[config.mk]
export PLATFORM = sky130hd
export DESIGN_NAME = cbdl_top
export DESIGN_NICKNAME = d
export VERILOG_FILES = /design/src/include/cbdl_pkg.sv /design/src/hw/cbdl_top.sv
export VERILOG_INCLUDE_DIRS = /design/src /design/src/include
export SDC_FILE = /design/constraint.sdc
export NUM_CORES = 1
export LEC_CHECK = 0
export BUFFER_PORTS_ARGS = -buffer_cell sky130_fd_sc_hd__buf_2
export CAP_MARGIN = 30
export CORE_MARGIN = 10
export CORE_UTILIZATION = 56
export CTS_BUF_LIST = sky130_fd_sc_hd__clkbuf_2
export CTS_CLUSTER_SIZE = 30
export DETAILED_ROUTE_END_ITERATION = 6
export GPL_TIMING_DRIVEN = 0
export PLACE_DENSITY_LB_ADDON = 0.1
export REMOVE_ABC_BUFFERS = 1
export SLEW_MARGIN = 15
export SYNTH_ARGS = -nofsm -noshare
export SYNTH_HDL_FRONTEND = slang
export SYNTH_SLANG_ARGS = --single-unit
[constraint.sdc]
create_clock -name clock -period 1.87 [get_ports clock]
set_input_delay 0.374 -clock clock [delete_from_list [all_inputs] [get_ports clock]]
set_output_delay 0.374 -clock clock [all_outputs]
set_load 0.02 [all_outputs]
[src/include/cbdl_cfg.svh]
// Timing, count and register map constants for the clock bank control
`ifndef CBDL_CFG_SVH
`define CBDL_CFG_SVH

// Clock and phase limit
`define CBDL_CLK_PS        8000
`define CBDL_PHASE_LIM_PS  250
`define CBDL_PHASE_LIM_CYC \
   (((`CBDL_PHASE_LIM_PS) / (`CBDL_CLK_PS)) < 1 ? 1 : \
    ((`CBDL_PHASE_LIM_PS) / (`CBDL_CLK_PS)))

// Lock detector run lengths
`define CBDL_ERR_RUN       4
`define CBDL_GOOD_RUN      32
`define CBDL_AGE_MAX       4'hF

// Factory test reset
`define CBDL_TRST_EDGES    5

// Watchdog
`define CBDL_WD_DIV_LAST   4'hF
`define CBDL_WD_TO_RST     8'h10
`define CBDL_WD_MAX        8'hFF

// Register indices (word address)
`define CBDL_REG_CTRL      1'h0
`define CBDL_REG_STAT      1'h1
`endif

[src/include/cbdl_pkg.sv]
// Types shared by the clock bank control logic
package cbdl_pkg;
   typedef enum logic [1:0]
   {
      CBDL_MODE_LOW  = 2'h0,
      CBDL_MODE_MID  = 2'h1,
      CBDL_MODE_HIGH = 2'h2
   } cbdl_mode_t;

   typedef enum logic [1:0]
   {
      PK_RUN  = 2'h0,
      PK_WAIT = 2'h1,
      PK_PARK = 2'h2
   } cbdl_park_t;

   typedef enum logic [1:0]
   {
      TR_IDLE  = 2'h0,
      TR_COUNT = 2'h1,
      TR_HOLD  = 2'h2
   } cbdl_trst_t;

   typedef struct packed
   {
      logic        read;
      logic        write;
      logic [0:0]  address;
      logic [31:0] writedata;
   } cbdl_avs_req_t;

   typedef struct packed
   {
      logic [24:0] zero;
      cbdl_park_t  park_b;
      cbdl_park_t  park_a;
      logic        hold;
      logic        test;
      logic        lock;
   } cbdl_stat_t;
endpackage

[src/hw/cbdl_top.sv]
// Clock bank disable, lock detect and factory test control
//
// Added by the designer: the address map and register access over Avalon-MM.
`timescale 1ns/100ps
`include "cbdl_cfg.svh"
module cbdl_top
(
   // System
   input  wire logic                    clock,
   input  wire logic                    rst_n,
   // Static configuration pins
   input  wire logic [1:0]              mode_level,
   input  wire logic [1:0]              bank_off_inputs,
   // Clock pins
   input  wire logic                    ref_in,
   input  wire logic                    feedback_in,
   input  wire logic                    pll_clk_in,
   // Bank clock pins
   output logic [3:0]                   bank_a_outputs,
   output logic [3:0]                   bank_a_oe,
   output logic [5:0]                   bank_b_outputs,
   output logic [5:0]                   bank_b_oe,
   // Lock indicator
   output logic                         lock_out,
   // Register bus
   input  wire cbdl_pkg::cbdl_avs_req_t avs_req,
   output logic [31:0]                  avs_readdata,
   output logic                         avs_waitrequest
);
   import cbdl_pkg::*;

   localparam int NPIN = 7;
   localparam logic [3:0] LIM_CYC = 4'(`CBDL_PHASE_LIM_CYC);
   localparam logic [2:0] ERR_LAST = 3'(`CBDL_ERR_RUN - 1);
   localparam logic [5:0] GOOD_LAST = 6'(`CBDL_GOOD_RUN - 1);
   localparam logic [2:0] TRST_LAST = 3'(`CBDL_TRST_EDGES - 1);

   logic [NPIN-1:0] pin_raw;
   logic [NPIN-1:0] pin_f;
   logic [1:0]      mode_f;
   logic [1:0]      off_f;
   logic            ref_f;
   logic            fb_f;
   logic            pll_f;
   logic            test;
   logic            fb_int;
   logic            src;
   logic            ref_d_r;
   logic            fb_d_r;
   logic            ref_rise;
   logic            fb_rise;
   logic            bank_b_off_input;
   logic            sm_rst;
   cbdl_trst_t      tr_r;
   logic [2:0]      tr_cnt_r;
   logic [3:0]      age_r;
   logic            pend_r;
   logic [3:0]      pend_cnt_r;
   logic            ph_ok_r;
   logic            ph_err_r;
   logic            lock_r;
   logic [2:0]      err_cnt_r;
   logic [5:0]      good_cnt_r;
   logic [3:0]      wd_div_r;
   logic [7:0]      wd_cnt_r;
   logic [7:0]      wd_to_r;
   logic            wd_exp;
   logic [1:0]      q_v;
   logic [1:0]      oe_v;
   cbdl_park_t      pk_v [2];
   logic            wait_r;
   logic [31:0]     rdata_r;
   cbdl_stat_t      stat;

   // Pin order: mode, disables, feedback, reference, PLL clock
   assign pin_raw = {pll_clk_in, ref_in, feedback_in,
                     bank_off_inputs, mode_level};

   // Three-stage filter; a change counts once stages two and three agree
   genvar p;
   generate
      for (p = 0; p < NPIN; p++)
      begin : g_sync
         logic s1_r;
         logic s2_r;
         logic s3_r;
         logic f_r;
         always_ff @(posedge clock or negedge rst_n)
         begin
            if (!rst_n)
            begin
               s1_r <= 1'b0;
               s2_r <= 1'b0;
               s3_r <= 1'b0;
               f_r  <= 1'b0;
            end
            else
            begin
               s1_r <= pin_raw[p];
               s2_r <= s1_r;
               s3_r <= s2_r;
               if (s2_r == s3_r)
                  f_r <= s3_r;
            end
         end
         assign pin_f[p] = f_r;
      end
   endgenerate

   assign mode_f = pin_f[1:0];
   assign off_f  = pin_f[3:2];
   assign fb_f   = pin_f[4];
   assign ref_f  = pin_f[5];
   assign pll_f  = pin_f[6];
   assign bank_b_off_input = off_f[1];

   // Middle level, and the unused code, both mean factory test
   assign test = (mode_f != CBDL_MODE_LOW) &&
                 (mode_f != CBDL_MODE_HIGH);
   assign fb_int = fb_f & ~test;
   assign src = test ? ref_f : pll_f;

   // Edge detect on the filtered clocks
   always_ff @(posedge clock or negedge rst_n)
   begin
      if (!rst_n)
      begin
         ref_d_r <= 1'b0;
         fb_d_r  <= 1'b0;
      end
      else
      begin
         ref_d_r <= ref_f;
         fb_d_r  <= fb_int;
      end
   end
   assign ref_rise = ref_f & ~ref_d_r;
   assign fb_rise  = fb_int & ~fb_d_r;

   // Factory test reset sequence
   always_ff @(posedge clock or negedge rst_n)
   begin
      if (!rst_n)
      begin
         tr_r     <= TR_IDLE;
         tr_cnt_r <= 3'h0;
      end
      else
      begin
         case (tr_r)
            TR_IDLE:
            begin
               tr_cnt_r <= 3'h0;
               if (test && bank_b_off_input)
                  tr_r <= TR_COUNT;
            end
            TR_COUNT:
            begin
               if (!(test && bank_b_off_input))
                  tr_r <= TR_IDLE;
               else if (ref_rise)
               begin
                  tr_cnt_r <= tr_cnt_r + 3'h1;
                  if (tr_cnt_r == TRST_LAST)
                     tr_r <= TR_HOLD;
               end
            end
            TR_HOLD:
            begin
               if (!(test && bank_b_off_input))
                  tr_r <= TR_IDLE;
            end
            default:
               tr_r <= TR_IDLE;
         endcase
      end
   end
   assign sm_rst = (tr_r == TR_HOLD);

   // Phase check: a reference edge must lie within the limit of feedback
   always_ff @(posedge clock or negedge rst_n)
   begin
      if (!rst_n)
      begin
         age_r      <= `CBDL_AGE_MAX;
         pend_r     <= 1'b0;
         pend_cnt_r <= 4'h0;
         ph_ok_r    <= 1'b0;
         ph_err_r   <= 1'b0;
      end
      else
      begin
         ph_ok_r  <= 1'b0;
         ph_err_r <= 1'b0;
         if (ref_rise)
            age_r <= 4'h0;
         else if (age_r != `CBDL_AGE_MAX)
            age_r <= age_r + 4'h1;
         if (sm_rst)
            pend_r <= 1'b0;
         else if (fb_rise)
         begin
            pend_cnt_r <= 4'h0;
            if (ref_rise || age_r < LIM_CYC)
               ph_ok_r <= 1'b1;
            else
               pend_r <= 1'b1;
         end
         else if (pend_r)
         begin
            pend_cnt_r <= pend_cnt_r + 4'h1;
            if (ref_rise)
            begin
               pend_r  <= 1'b0;
               ph_ok_r <= 1'b1;
            end
            else if (pend_cnt_r + 4'h1 == LIM_CYC)
            begin
               pend_r   <= 1'b0;
               ph_err_r <= 1'b1;
            end
         end
      end
   end

   // Watchdog on a divided reference, restarted by feedback
   assign wd_exp = lock_r && (wd_cnt_r >= wd_to_r);
   always_ff @(posedge clock or negedge rst_n)
   begin
      if (!rst_n)
      begin
         wd_div_r <= 4'h0;
         wd_cnt_r <= 8'h0;
      end
      else if (sm_rst || fb_rise)
      begin
         wd_div_r <= 4'h0;
         wd_cnt_r <= 8'h0;
      end
      else if (ref_rise)
      begin
         wd_div_r <= wd_div_r + 4'h1;
         if (wd_div_r == `CBDL_WD_DIV_LAST &&
             wd_cnt_r != `CBDL_WD_MAX)
            wd_cnt_r <= wd_cnt_r + 8'h1;
      end
   end

   // Lock state: error run drops it, clean run raises it
   always_ff @(posedge clock or negedge rst_n)
   begin
      if (!rst_n)
      begin
         lock_r     <= 1'b0;
         err_cnt_r  <= 3'h0;
         good_cnt_r <= 6'h0;
      end
      else if (sm_rst || wd_exp)
      begin
         lock_r     <= 1'b0;
         err_cnt_r  <= 3'h0;
         good_cnt_r <= 6'h0;
      end
      else if (ph_err_r)
      begin
         good_cnt_r <= 6'h0;
         err_cnt_r  <= 3'h0;
         if (lock_r && err_cnt_r == ERR_LAST)
            lock_r <= 1'b0;
         else if (lock_r)
            err_cnt_r <= err_cnt_r + 3'h1;
      end
      else if (ph_ok_r)
      begin
         err_cnt_r <= 3'h0;
         if (!lock_r)
         begin
            good_cnt_r <= good_cnt_r + 6'h1;
            if (good_cnt_r == GOOD_LAST)
            begin
               lock_r     <= 1'b1;
               good_cnt_r <= 6'h0;
            end
         end
      end
   end

   // Per-bank park logic; parking only in normal mode with mode low
   genvar b;
   generate
      for (b = 0; b < 2; b++)
      begin : g_bank
         cbdl_park_t pk_r;
         logic       q_r;
         logic       oe_r;
         logic       req;
         assign req = off_f[b] && !test &&
                      (mode_f == CBDL_MODE_LOW);
         always_ff @(posedge clock or negedge rst_n)
         begin
            if (!rst_n)
            begin
               pk_r <= PK_RUN;
               q_r  <= 1'b0;
               oe_r <= 1'b1;
            end
            else if (sm_rst)
            begin
               pk_r <= PK_RUN;
               q_r  <= 1'b0;
               oe_r <= 1'b0;
            end
            else
            begin
               oe_r <= (tr_r == TR_IDLE);
               case (pk_r)
                  PK_RUN:
                  begin
                     q_r <= src;
                     if (req)
                        pk_r <= PK_WAIT;
                  end
                  PK_WAIT:
                  begin
                     q_r <= src;
                     if (!req)
                        pk_r <= PK_RUN;
                     else if (!src)
                        pk_r <= PK_PARK;
                  end
                  PK_PARK:
                  begin
                     q_r <= 1'b0;
                     if (!req && !src)
                        pk_r <= PK_RUN;
                  end
                  default:
                     pk_r <= PK_RUN;
               endcase
            end
         end
         assign q_v[b] = q_r;
         assign pk_v[b] = pk_r;
         // Float path bypasses the filter so it acts without an edge
         assign oe_v[b] = oe_r & ~(bank_off_inputs[b] &&
                          mode_level == CBDL_MODE_HIGH);

      end
   endgenerate

   // Bank pins: one flop per bank fans out to every output of it
   assign bank_a_outputs = {4{q_v[0]}};
   assign bank_a_oe      = {4{oe_v[0]}};
   assign bank_b_outputs = {6{q_v[1]}};
   assign bank_b_oe      = {6{oe_v[1]}};
   assign lock_out       = lock_r;

   // Status word
   always_comb
   begin
      stat        = '0;
      stat.lock   = lock_r;
      stat.test   = test;
      stat.hold   = sm_rst;
      stat.park_a = pk_v[0];
      stat.park_b = pk_v[1];
   end

   // Avalon slave: one wait cycle, then answer for exactly one cycle
   always_ff @(posedge clock or negedge rst_n)
   begin
      if (!rst_n)
      begin
         wait_r  <= 1'b1;
         rdata_r <= 32'h0;
         wd_to_r <= `CBDL_WD_TO_RST;
      end
      else
      begin
         wait_r <= 1'b1;
         if ((avs_req.read || avs_req.write) && wait_r)
         begin
            wait_r  <= 1'b0;
            rdata_r <= 32'h0;
            if (avs_req.read && avs_req.address == `CBDL_REG_CTRL)
               rdata_r <= {24'h0, wd_to_r};
            else if (avs_req.read &&
                     avs_req.address == `CBDL_REG_STAT)
               rdata_r <= stat;
         end
         if (avs_req.write && !wait_r &&
             avs_req.address == `CBDL_REG_CTRL)
            wd_to_r <= avs_req.writedata[7:0];
      end
   end
   assign avs_readdata    = rdata_r;
   assign avs_waitrequest = wait_r;
endmodule

==> results.sh, run 1 <==
export IMPL_status="complete, but fails checks"
export IMPL_violations="negative setup slack"
export IMPL_grt_usage_pct=14.8
export IMPL_insertion_delay_ns=0.54
export IMPL_ys_seq_elements=92
export IMPL_switching_share_pct=35.4
export IMPL_yosysSeqAreaShare_pct=51.8
export IMPL_syn_cell_area_sq_mm=0.00446
export IMPL_via_per_inst=5.41
export IMPL_fp_coreArea_sq_mm=0.00773
export IMPL_yosysMostFrequentCell="dfrtp_1"
export IMPL_setup_tns_ns=-0.643
export IMPL_placement_rows=32
export IMPL_leakagePower_uw=0.00233
export IMPL_yosysWarningCount=0
export IMPL_max_freq_mhz=509
export IMPL_grt_max_degree=49
export IMPL_seqPwrFrac_pct=56.5
export IMPL_drtIter0Drc=82
export IMPL_period_needed_ns=1.96
export IMPL_dp_final_hpwl_mm=6.25
export IMPL_required_ns=1.50
export IMPL_start_util_pct=57.8
export IMPL_clk_pin_slew_ns=0.25
export IMPL_drive_gt1_share_pct=20.4
export IMPL_wire_per_inst_um=15.5
export IMPL_slew_viol_final=0
export IMPL_hold_viol=0
export IMPL_drv_cap=0
export IMPL_root_buffer="clkbuf_2"
export IMPL_synth_top_cells_by_area="dfrtp_1, buf_4, ha_1, dfstp_2, nor2_1"
export IMPL_cp_data_arrival_time_ns=1.59
export IMPL_stdcell_count=577
export IMPL_clock_path_buffers=2
export IMPL_power_switching_uw=1610
export IMPL_cts_tree="yes"
export IMPL_p_int_uw=2940
export IMPL_tightest_slew_ns=0.755
export IMPL_timing_slew_headroom_pct=49.5
export IMPL_drc=0
export IMPL_worst_clock_skew_ns=0.0187
export IMPL_syn_avg_cell_area_sq_um=10.5
export IMPL_nets=533
export IMPL_pwr_density_cell_mw_per_mm2=926
export IMPL_comb_power_share_pct=23.5
export IMPL_numCtsBuffers=9
export IMPL_synthTopCellsByCount="dfrtp_1, buf_4, nor2_1, nand2_1, a21oi_1"
export IMPL_die_area_sq_mm=0.0119
export IMPL_yosysTopAreaCell="dfrtp_1"
export IMPL_startpoint_type="flip-flop"
export IMPL_dr_pass1_iters=4
export IMPL_diodes=0
export IMPL_io_buffers=49
export IMPL_grt_setup_unrepaired="true"
export IMPL_wl_mm=8.94
export IMPL_ys_async_sr_fraction_pct=100
export IMPL_setup_viol=10
export IMPL_dieHeight_um=109
export IMPL_area_growth_syn_to_layout_pct=9.87
export IMPL_antenna_found_initial=0
export IMPL_ant_nets=0
export IMPL_ir_drop_v=0.000512
export IMPL_clockPowerShare_pct=20.1
export IMPL_die_x_um=109
export IMPL_synth_edf_count=0
export IMPL_cp_max_fo=6
export IMPL_placed_cells=545
export IMPL_synthCells=427
export IMPL_synthFlopType="dfrtp_1"
export IMPL_grt_pass1_wl_mm=14.3
export IMPL_postLayoutSetupSlackWorst_ns=-0.0931
export IMPL_synthDistinctLibCells=52
export IMPL_min_path_type="primary input to flip-flop"
export IMPL_cp_end_kind="primary output"
export IMPL_worstSetupPathType="flip-flop to primary output"
export IMPL_io_pins=98
export IMPL_overflow=0
export IMPL_cts_sinks=92
export IMPL_post_place_ws_ns=-0.200
export IMPL_grt_pass1_vias=2980
export IMPL_cts_htree_levels=3
export IMPL_synth_top_cell_area_share_pct=47.6
export IMPL_timing_final_crit_share_pct=105
export IMPL_via_count=3121
export IMPL_gp_congestion=0.764
layout by cell type, fill, tap and decap left out, types with 4 or more instances in the layout:
cell type,n
xor2_1,4
and3_1,5
buf_4,10
buf_2,38
a22o_1,7
ha_1,18
dlygate4sd3_1,10
buf_6,6
maj3_1,7
a21oi_1,24
o21ai_0,17
a211oi_1,4
inv_1,21
o31ai_1,5
nand2_1,32
nor2b_1,4
a31oi_1,4
clkbuf_2,9
dfstp_2,7
nand3_1,16
nor3_1,10
or4_1,4
dfrtp_1,82
conb_1,24
mux2i_1,12
nand4_1,7
nor2_1,35
critical path: stages (launching register included):
cell and delay [ns]:
dfstp_2 0.59, a21boi_4 0.27, buf_4 0.20
layer usage:
metal  wire [um]  track usage (%)  vias to the layer above
li1            -                -                     1518
met1        3790             18.4                     1502
met4         127             5.58                        0
met2        4250             24.7                       87
met5           0                0                        -
met3         767             3.48                       14
logic make-up after synthesis:
| kind of cell | share of synthesized area (%) |
|---|---|
| adder cells (fa/ha/maj) | 6.89 |
| buffers and inverters | 10.7 |
| AND/OR/NAND/NOR | 15.4 |
| AO/OA/AOI/OAI | 10.5 |
| flip-flops | 51.8 |
| multiplexers | 3.42 |
| other | 0.0840 |
| XOR/XNOR | 1.18 |
per-stage QoR:
stage                     utilization (%)  hold slack [ns]  total power [uW]  area, sq um
after detailed placement             59.0            0.336              3600         4560
after global routing                 63.5          0.00683              4830         4900
after floorplan                         -           0.0784              3240         4150
after global placement               58.6            0.331              3540         4530
after CTS                            62.3          0.00108              4550         4810
final                                63.5           0.0292              4540         4900
power groups by stage:
stage	sequential [uW]	clock, uW	combinational [uW]
floorplan	2610	0	624
global placement	2590	0	948
detailed placement	2600	0	1000
CTS	2560	938	1040
global route	2620	1020	1190
finish	2570	911	1070
path summary, 6_finish.rpt:
path                                 from         endpoint  slack, ns  depth (start not counted)
setup / recovery           g_bank[1].oe_r     bank_b_oe[2]      -0.09                          2
min in group asynchronous           rst_n  avs_readdata[7]       0.32                          2
max in group asynchronous           rst_n         age_r[1]       0.86                          3
hold reg to reg            g_sync[0].s1_r   g_sync[0].s2_r       0.37                          0
setup reg to reg              wd_cnt_r[7]    good_cnt_r[0]       0.06                          5
hold / removal                 avs_req[3]       wd_to_r[3]       0.03                          3
state kept, by name, indices dropped and copies added, names as in the netlist, 5 cells and up:
signal	cells
wd_to_r	8
g_sync.s2_r	7
g_sync.f_r	5
g_sync.s1_r	7
avs_readdata	8
wd_cnt_r	8
g_sync.s3_r	7
good_cnt_r	6
cell type report:
| type | instances | area [sq um] |
|---|---|---|
| multi-input combinational | 281 | 1820 |
| inverter | 21 | 78.8 |
| clock inverter | 7 | 60.1 |
| fill | 630 | 2820 |
| timing repair buffer | 65 | 460 |
| tap | 102 | 128 |
| clock buffer | 9 | 45.0 |
| sequential | 92 | 2310 |
repair_timing:
action,4_1_cts,5_1_grt
gates cloned,0,1
pin swaps,0,1
gates resized for setup,20,14
hold buffers,9,1
setup endpoints to repair,27,24
buffers inserted,0,4
hold endpoints to repair,49,1
Note: power is estimated with default switching activity, not from simulation.
==> inputs of run 2 (changes only) <==
CORE_UTILIZATION = 54   (was 56)
CTS_BUF_LIST = unset   (was sky130_fd_sc_hd__clkbuf_2)
==> run 2 against run 1 <==
  * The flow now finishes without violations
  * Sequential share of layout area rose by 0.68 points
  * Worst setup slack improved by 0.22 ns
  * Clock skew fell by 0.0071 ns
  * Hold slack got worse by 0.027 ns
  * Largest cell class unchanged
==> results.sh, run 2 (synthesized netlist as in run 1, its figures left out) <==
export IMPL_slew_viol_final=0
export IMPL_placement_rows=33
export IMPL_worst_clock_skew_ns=0.0116
export IMPL_root_buffer="clkbuf_8"
export IMPL_cts_htree_levels=3
export IMPL_fp_coreArea_sq_mm=0.00813
export IMPL_cp_end_kind="flip-flop"
export IMPL_cts_tree="yes"
export IMPL_cp_max_fo=14
export IMPL_numCtsBuffers=9
export IMPL_die_area_sq_mm=0.0123
export IMPL_worstSetupPathType="flip-flop to flip-flop"
export IMPL_wl_mm=8.29
export IMPL_via_count=3010
export IMPL_area_growth_syn_to_layout_pct=8.13
export IMPL_grt_max_degree=50
export IMPL_min_path_type="primary input to async pin"
export IMPL_reg2reg_slack_ns=0.13
export IMPL_setup_viol=0
export IMPL_startpoint_type="flip-flop"
export IMPL_drc=0
export IMPL_tightest_slew_ns=0.756
export IMPL_grt_usage_pct=13.1
export IMPL_timing_final_crit_share_pct=93.2
export IMPL_drv_cap=0
export IMPL_dr_pass1_iters=4
export IMPL_clock_path_buffers=2
export IMPL_ir_drop_v=0.000543
export IMPL_die_x_um=111
export IMPL_status="finished, final reports clean"
export IMPL_start_util_pct=54.9
export IMPL_io_pins=98
export IMPL_gp_congestion=0.770
export IMPL_dieHeight_um=111
export IMPL_postLayoutSetupSlackWorst_ns=0.127
export IMPL_stdcell_count=570
export IMPL_ant_nets=0
export IMPL_via_per_inst=5.28
export IMPL_pwr_density_cell_mw_per_mm2=1000
export IMPL_layout_common_cells="dfrtp_1, buf_2, nor2_1"
export IMPL_hold_viol=0
export IMPL_placed_cells=548
export IMPL_cts_sinks=92
export IMPL_cp_data_arrival_time_ns=2.02
export IMPL_antenna_found_initial=0
export IMPL_layout_commonest_cell="dfrtp_1"
export IMPL_grt_pass1_vias=2833
export IMPL_dp_final_hpwl_mm=5.91
export IMPL_leakagePower_uw=0.00229
export IMPL_period_needed_ns=1.74
export IMPL_nets=523
export IMPL_grt_pass1_wl_mm=13.8
export IMPL_overflow=0
export IMPL_required_ns=2.14
export IMPL_diodes=0
export IMPL_wire_per_inst_um=14.5
export IMPL_io_buffers=49
export IMPL_drtIter0Drc=132
export IMPL_clk_pin_slew_ns=0.10
export IMPL_drive_gt1_share_pct=20.2
export IMPL_insertion_delay_ns=0.36
export IMPL_max_freq_mhz=574
export IMPL_timing_slew_headroom_pct=49.4
export IMPL_post_place_ws_ns=-0.194
==> run 2: changes by cell type in the layout (fill, tap and decap cells not counted), moves of 2 or more <==
cell | before | now
buf_6 | 6 | 0
buf_2 | 38 | 48
a21boi_4 | 2 | 0
buf_4 | 10 | 6
dfrtp_2 | 3 | 0
dfrtp_1 | 82 | 85
clkbuf_2 | 9 | 0
clkbuf_8 | 0 | 10
dlygate4sd3_1 | 10 | 0
==> run 2: area by class of cell <==
type                            count  area [sq um]
Clock buffer                       10           138
Clock inverter                      6          52.6
Fill cell                         700          3310
Inverter                           21          78.8
Multi-Input combinational cell    281          1800
Sequential cell                    92          2310
Tap cell                          105           131
Timing Repair Buffer               55           313
==> run 2: power breakdown <==
| part | leakage [uW] | switching, uW | internal (uW) |
|---|---|---|---|
| combinational | 0.00104 | 592 | 407 |
| sequential | 0.00116 | 274 | 2290 |
| clock | 0.0000914 | 738 | 541 |
==> run 2: metrics by stage <==
stage | util [%] | hold WS (ns) | TNS (ns) | total power (uW) | cell area, sq um
after global placement | 55.7 | 0.331 | -38.80 | 3540 | 4530
after global routing | 59.3 | 0.0339 | -0.0103 | 5150 | 4830
after detailed placement | 56.1 | 0.336 | -1.37 | 3580 | 4560
after CTS | 58.6 | 0.0238 | 0 | 4860 | 4760
final | 59.3 | 0.00251 | 0 | 4840 | 4830
after floorplan | - | 0.0784 | -12.82 | 3240 | 4150
==> run 2: final timing paths <==
kind	cells past startpoint	end	start
max reg2reg	4	wd_cnt_r[3]	ref_d_r
min in group clock	1	g_sync[6].s1_r	pll_clk_in
max in group asynchronous	2	wd_to_r[4]	rst_n
min	1	err_cnt_r[2]	rst_n
min reg2reg	0	g_sync[2].s2_r	g_sync[2].s1_r
max	4	wd_cnt_r[3]	ref_d_r
==> run 2: what timing repair did <==
action	CTS	global route
resized for setup	5	6
hold buffers	0	0
buffers inserted	0	4
endpoints found under the setup margin	19	24
gates cloned	0	1
==> run 2: per-layer routing <==
layer	part of all wire, %	track usage, %	vias up
met4	0.75	3.65	0
met5	0	0	-
met1	49	17.8	1452
li1	-	-	1490
met2	44	19.5	62
met3	5.7	4.17	6
==> run 2: worst max-delay path, stage by stage, from the launching register on <==
cell	delay (ns)
dfrtp_1	0.37
and2b_4	0.36
nand4_4	0.21
or4_1	0.54
a21oi_1	0.17
==> inputs of run 3 (changes only) <==
PLACE_DENSITY = 0.79   (was unset)
PLACE_DENSITY_LB_ADDON = unset   (was 0.1)
==> run 3 against run 2 <==
  * Global-route usage grew 0.77 points
  * Sequential power about the same
  * Worst setup slack worse by 0.024 ns
  * Critical path depth stayed put
==> results.sh, run 3 (synthesized netlist as in run 1, its figures left out) <==
export IMPL_status="finished, final reports clean"
export IMPL_wl_mm=8.32
export IMPL_insertion_delay_ns=0.37
export IMPL_layout_commonest_cell="dfrtp_1"
export IMPL_clockPowerShare_pct=25.6
export IMPL_timing_slew_headroom_pct=40.3
export IMPL_startpoint_type="flip-flop"
export IMPL_drtIter0Drc=136
export IMPL_drive_gt1_share_pct=19.4
export IMPL_grt_pass1_vias=3073
export IMPL_cp_buffers_inverters=0
export IMPL_drv_cap=0
export IMPL_crit_slowest_cell="or3b_2"
export IMPL_io_buffers=49
export IMPL_worst_clock_skew_ns=0.0122
export IMPL_grt_max_degree=49
export IMPL_layout_common_cells="dfrtp_1, buf_2, nor2_1"
export IMPL_post_place_ws_ns=-0.125
export IMPL_cp_max_fo=5
export IMPL_power_switching_uw=1620
export IMPL_max_freq_mhz=566
export IMPL_grt_usage_pct=13.8
export IMPL_cp_end_kind="flip-flop"
export IMPL_pwr_density_cell_mw_per_mm2=1010
export IMPL_path_depth=4
export IMPL_leakagePower_uw=0.00227
export IMPL_worstSetupPathType="flip-flop to flip-flop"
export IMPL_critPathLaunch="good_cnt_r[0]"
export IMPL_area_growth_syn_to_layout_pct=7.15
export IMPL_wire_per_inst_um=14.7
export IMPL_start_util_pct=54.9
export IMPL_comb_power_share_pct=20.9
export IMPL_clock_path_buffers=2
export IMPL_ant_nets=0
export IMPL_numCtsBuffers=9
export IMPL_nets=521
export IMPL_placement_rows=33
export IMPL_hold_viol=0
export IMPL_die_area_sq_mm=0.0123
export IMPL_grt_pass1_wl_mm=14.5
export IMPL_required_ns=2.17
export IMPL_dr_pass1_iters=5
export IMPL_reg2reg_slack_ns=0.10
export IMPL_cts_htree_levels=3
export IMPL_min_path_type="primary input to async pin"
export IMPL_die_x_um=111
export IMPL_cp_top_family="simple AND/OR/NAND/NOR gates"
export IMPL_via_count=3062
export IMPL_io_pins=98
export IMPL_cpPeakStageDelay_ns=0.50
export IMPL_final_seq_area_sq_mm=0.00231
export IMPL_seqPwrFrac_pct=53.5
export IMPL_cts_tree="yes"
export IMPL_overflow=0
export IMPL_postLayoutSetupSlackWorst_ns=0.102
export IMPL_gp_congestion=0.801
export IMPL_cts_sinks=92
export IMPL_tightest_slew_ns=0.890
export IMPL_clk_pin_slew_ns=0.10
export IMPL_timing_final_crit_share_pct=94.5
export IMPL_timing_rr_start="good_cnt_r[0]"
export IMPL_final_core_util_pct=58.8
export IMPL_grt_setup_unrepaired="false"
export IMPL_setup_tns_ns=0
export IMPL_fp_coreArea_sq_mm=0.00813
export IMPL_via_per_inst=5.39
export IMPL_root_buffer="clkbuf_8"
export IMPL_diodes=0
export IMPL_dp_final_hpwl_mm=6.08
export IMPL_r2r_end="lock_out"
export IMPL_period_needed_ns=1.77
export IMPL_ir_drop_v=0.000434
export IMPL_switching_share_pct=33.6
export IMPL_multi_input_area_sq_mm=0.00178
export IMPL_drc=0
export IMPL_setup_viol=0
export IMPL_p_int_uw=3190
export IMPL_r2r_cells=4
export IMPL_dieHeight_um=111
export IMPL_cp_data_arrival_time_ns=2.07
export IMPL_slew_viol_final=0
export IMPL_antenna_found_initial=0
export IMPL_path_cells="ha_1, or3b_2, or3b_1, a21oi_1"
export IMPL_fillers=677
run 3: worst max path at each step:
stage                     endpoint  slack, ns
detailed placement     wd_cnt_r[3]      -0.13
global placement    g_sync[1].s1_r      -0.35
floorplan             bank_b_oe[0]      -1.62
CTS                   bank_a_oe[3]       0.04
global route         pend_cnt_r[1]       0.02
finish                    lock_out       0.10
run 3: metrics by stage:
step	total power [uW]	instances	hold WS (ns)	instance area (sq um)
floorplan	3240	393	0.0784	4150
detailed placement	3590	548	0.335	4560
global placement	3520	547	0.332	4530
finish	4810	568	0.0178	4780
CTS	4830	564	0.0321	4740
global route	5130	568	0.0587	4780
run 3: power by group through the flow:
stage                     Clock, uW  Sequential (uW)  Combinational [uW]
after floorplan                   0             2610                 624
after global placement            0             2580                 938
after detailed placement          0             2600                 988
after CTS                      1260             2570                 999
after global routing           1370             2620                1140
final                          1230             2570                1010
run 3: area by class of cell:
type	count	share of cell area, %
clock buffer	9	2.59
clock inverter	7	1.18
inverter	21	1.65
multi-input combinational	280	37.3
sequential	92	48.3
tap	105	2.75
timing repair buffer	54	6.23
run 3: routing by layer:
| layer | track usage, % | vias to the layer above | part of all wire (%) |
|---|---|---|---|
| met5 | 0 | - | 0 |
| met3 | 4.33 | 18 | 6.8 |
| met1 | 16.6 | 1485 | 43 |
| met2 | 22.1 | 83 | 48 |
| li1 | - | 1476 | - |
| met4 | 6.77 | 0 | 2.5 |
run 3: what timing repair did:
action,in CTS,in global routing
gates resized for setup,3,5
buffers inserted,0,4
hold buffers,0,0
endpoints found under the setup margin,18,21
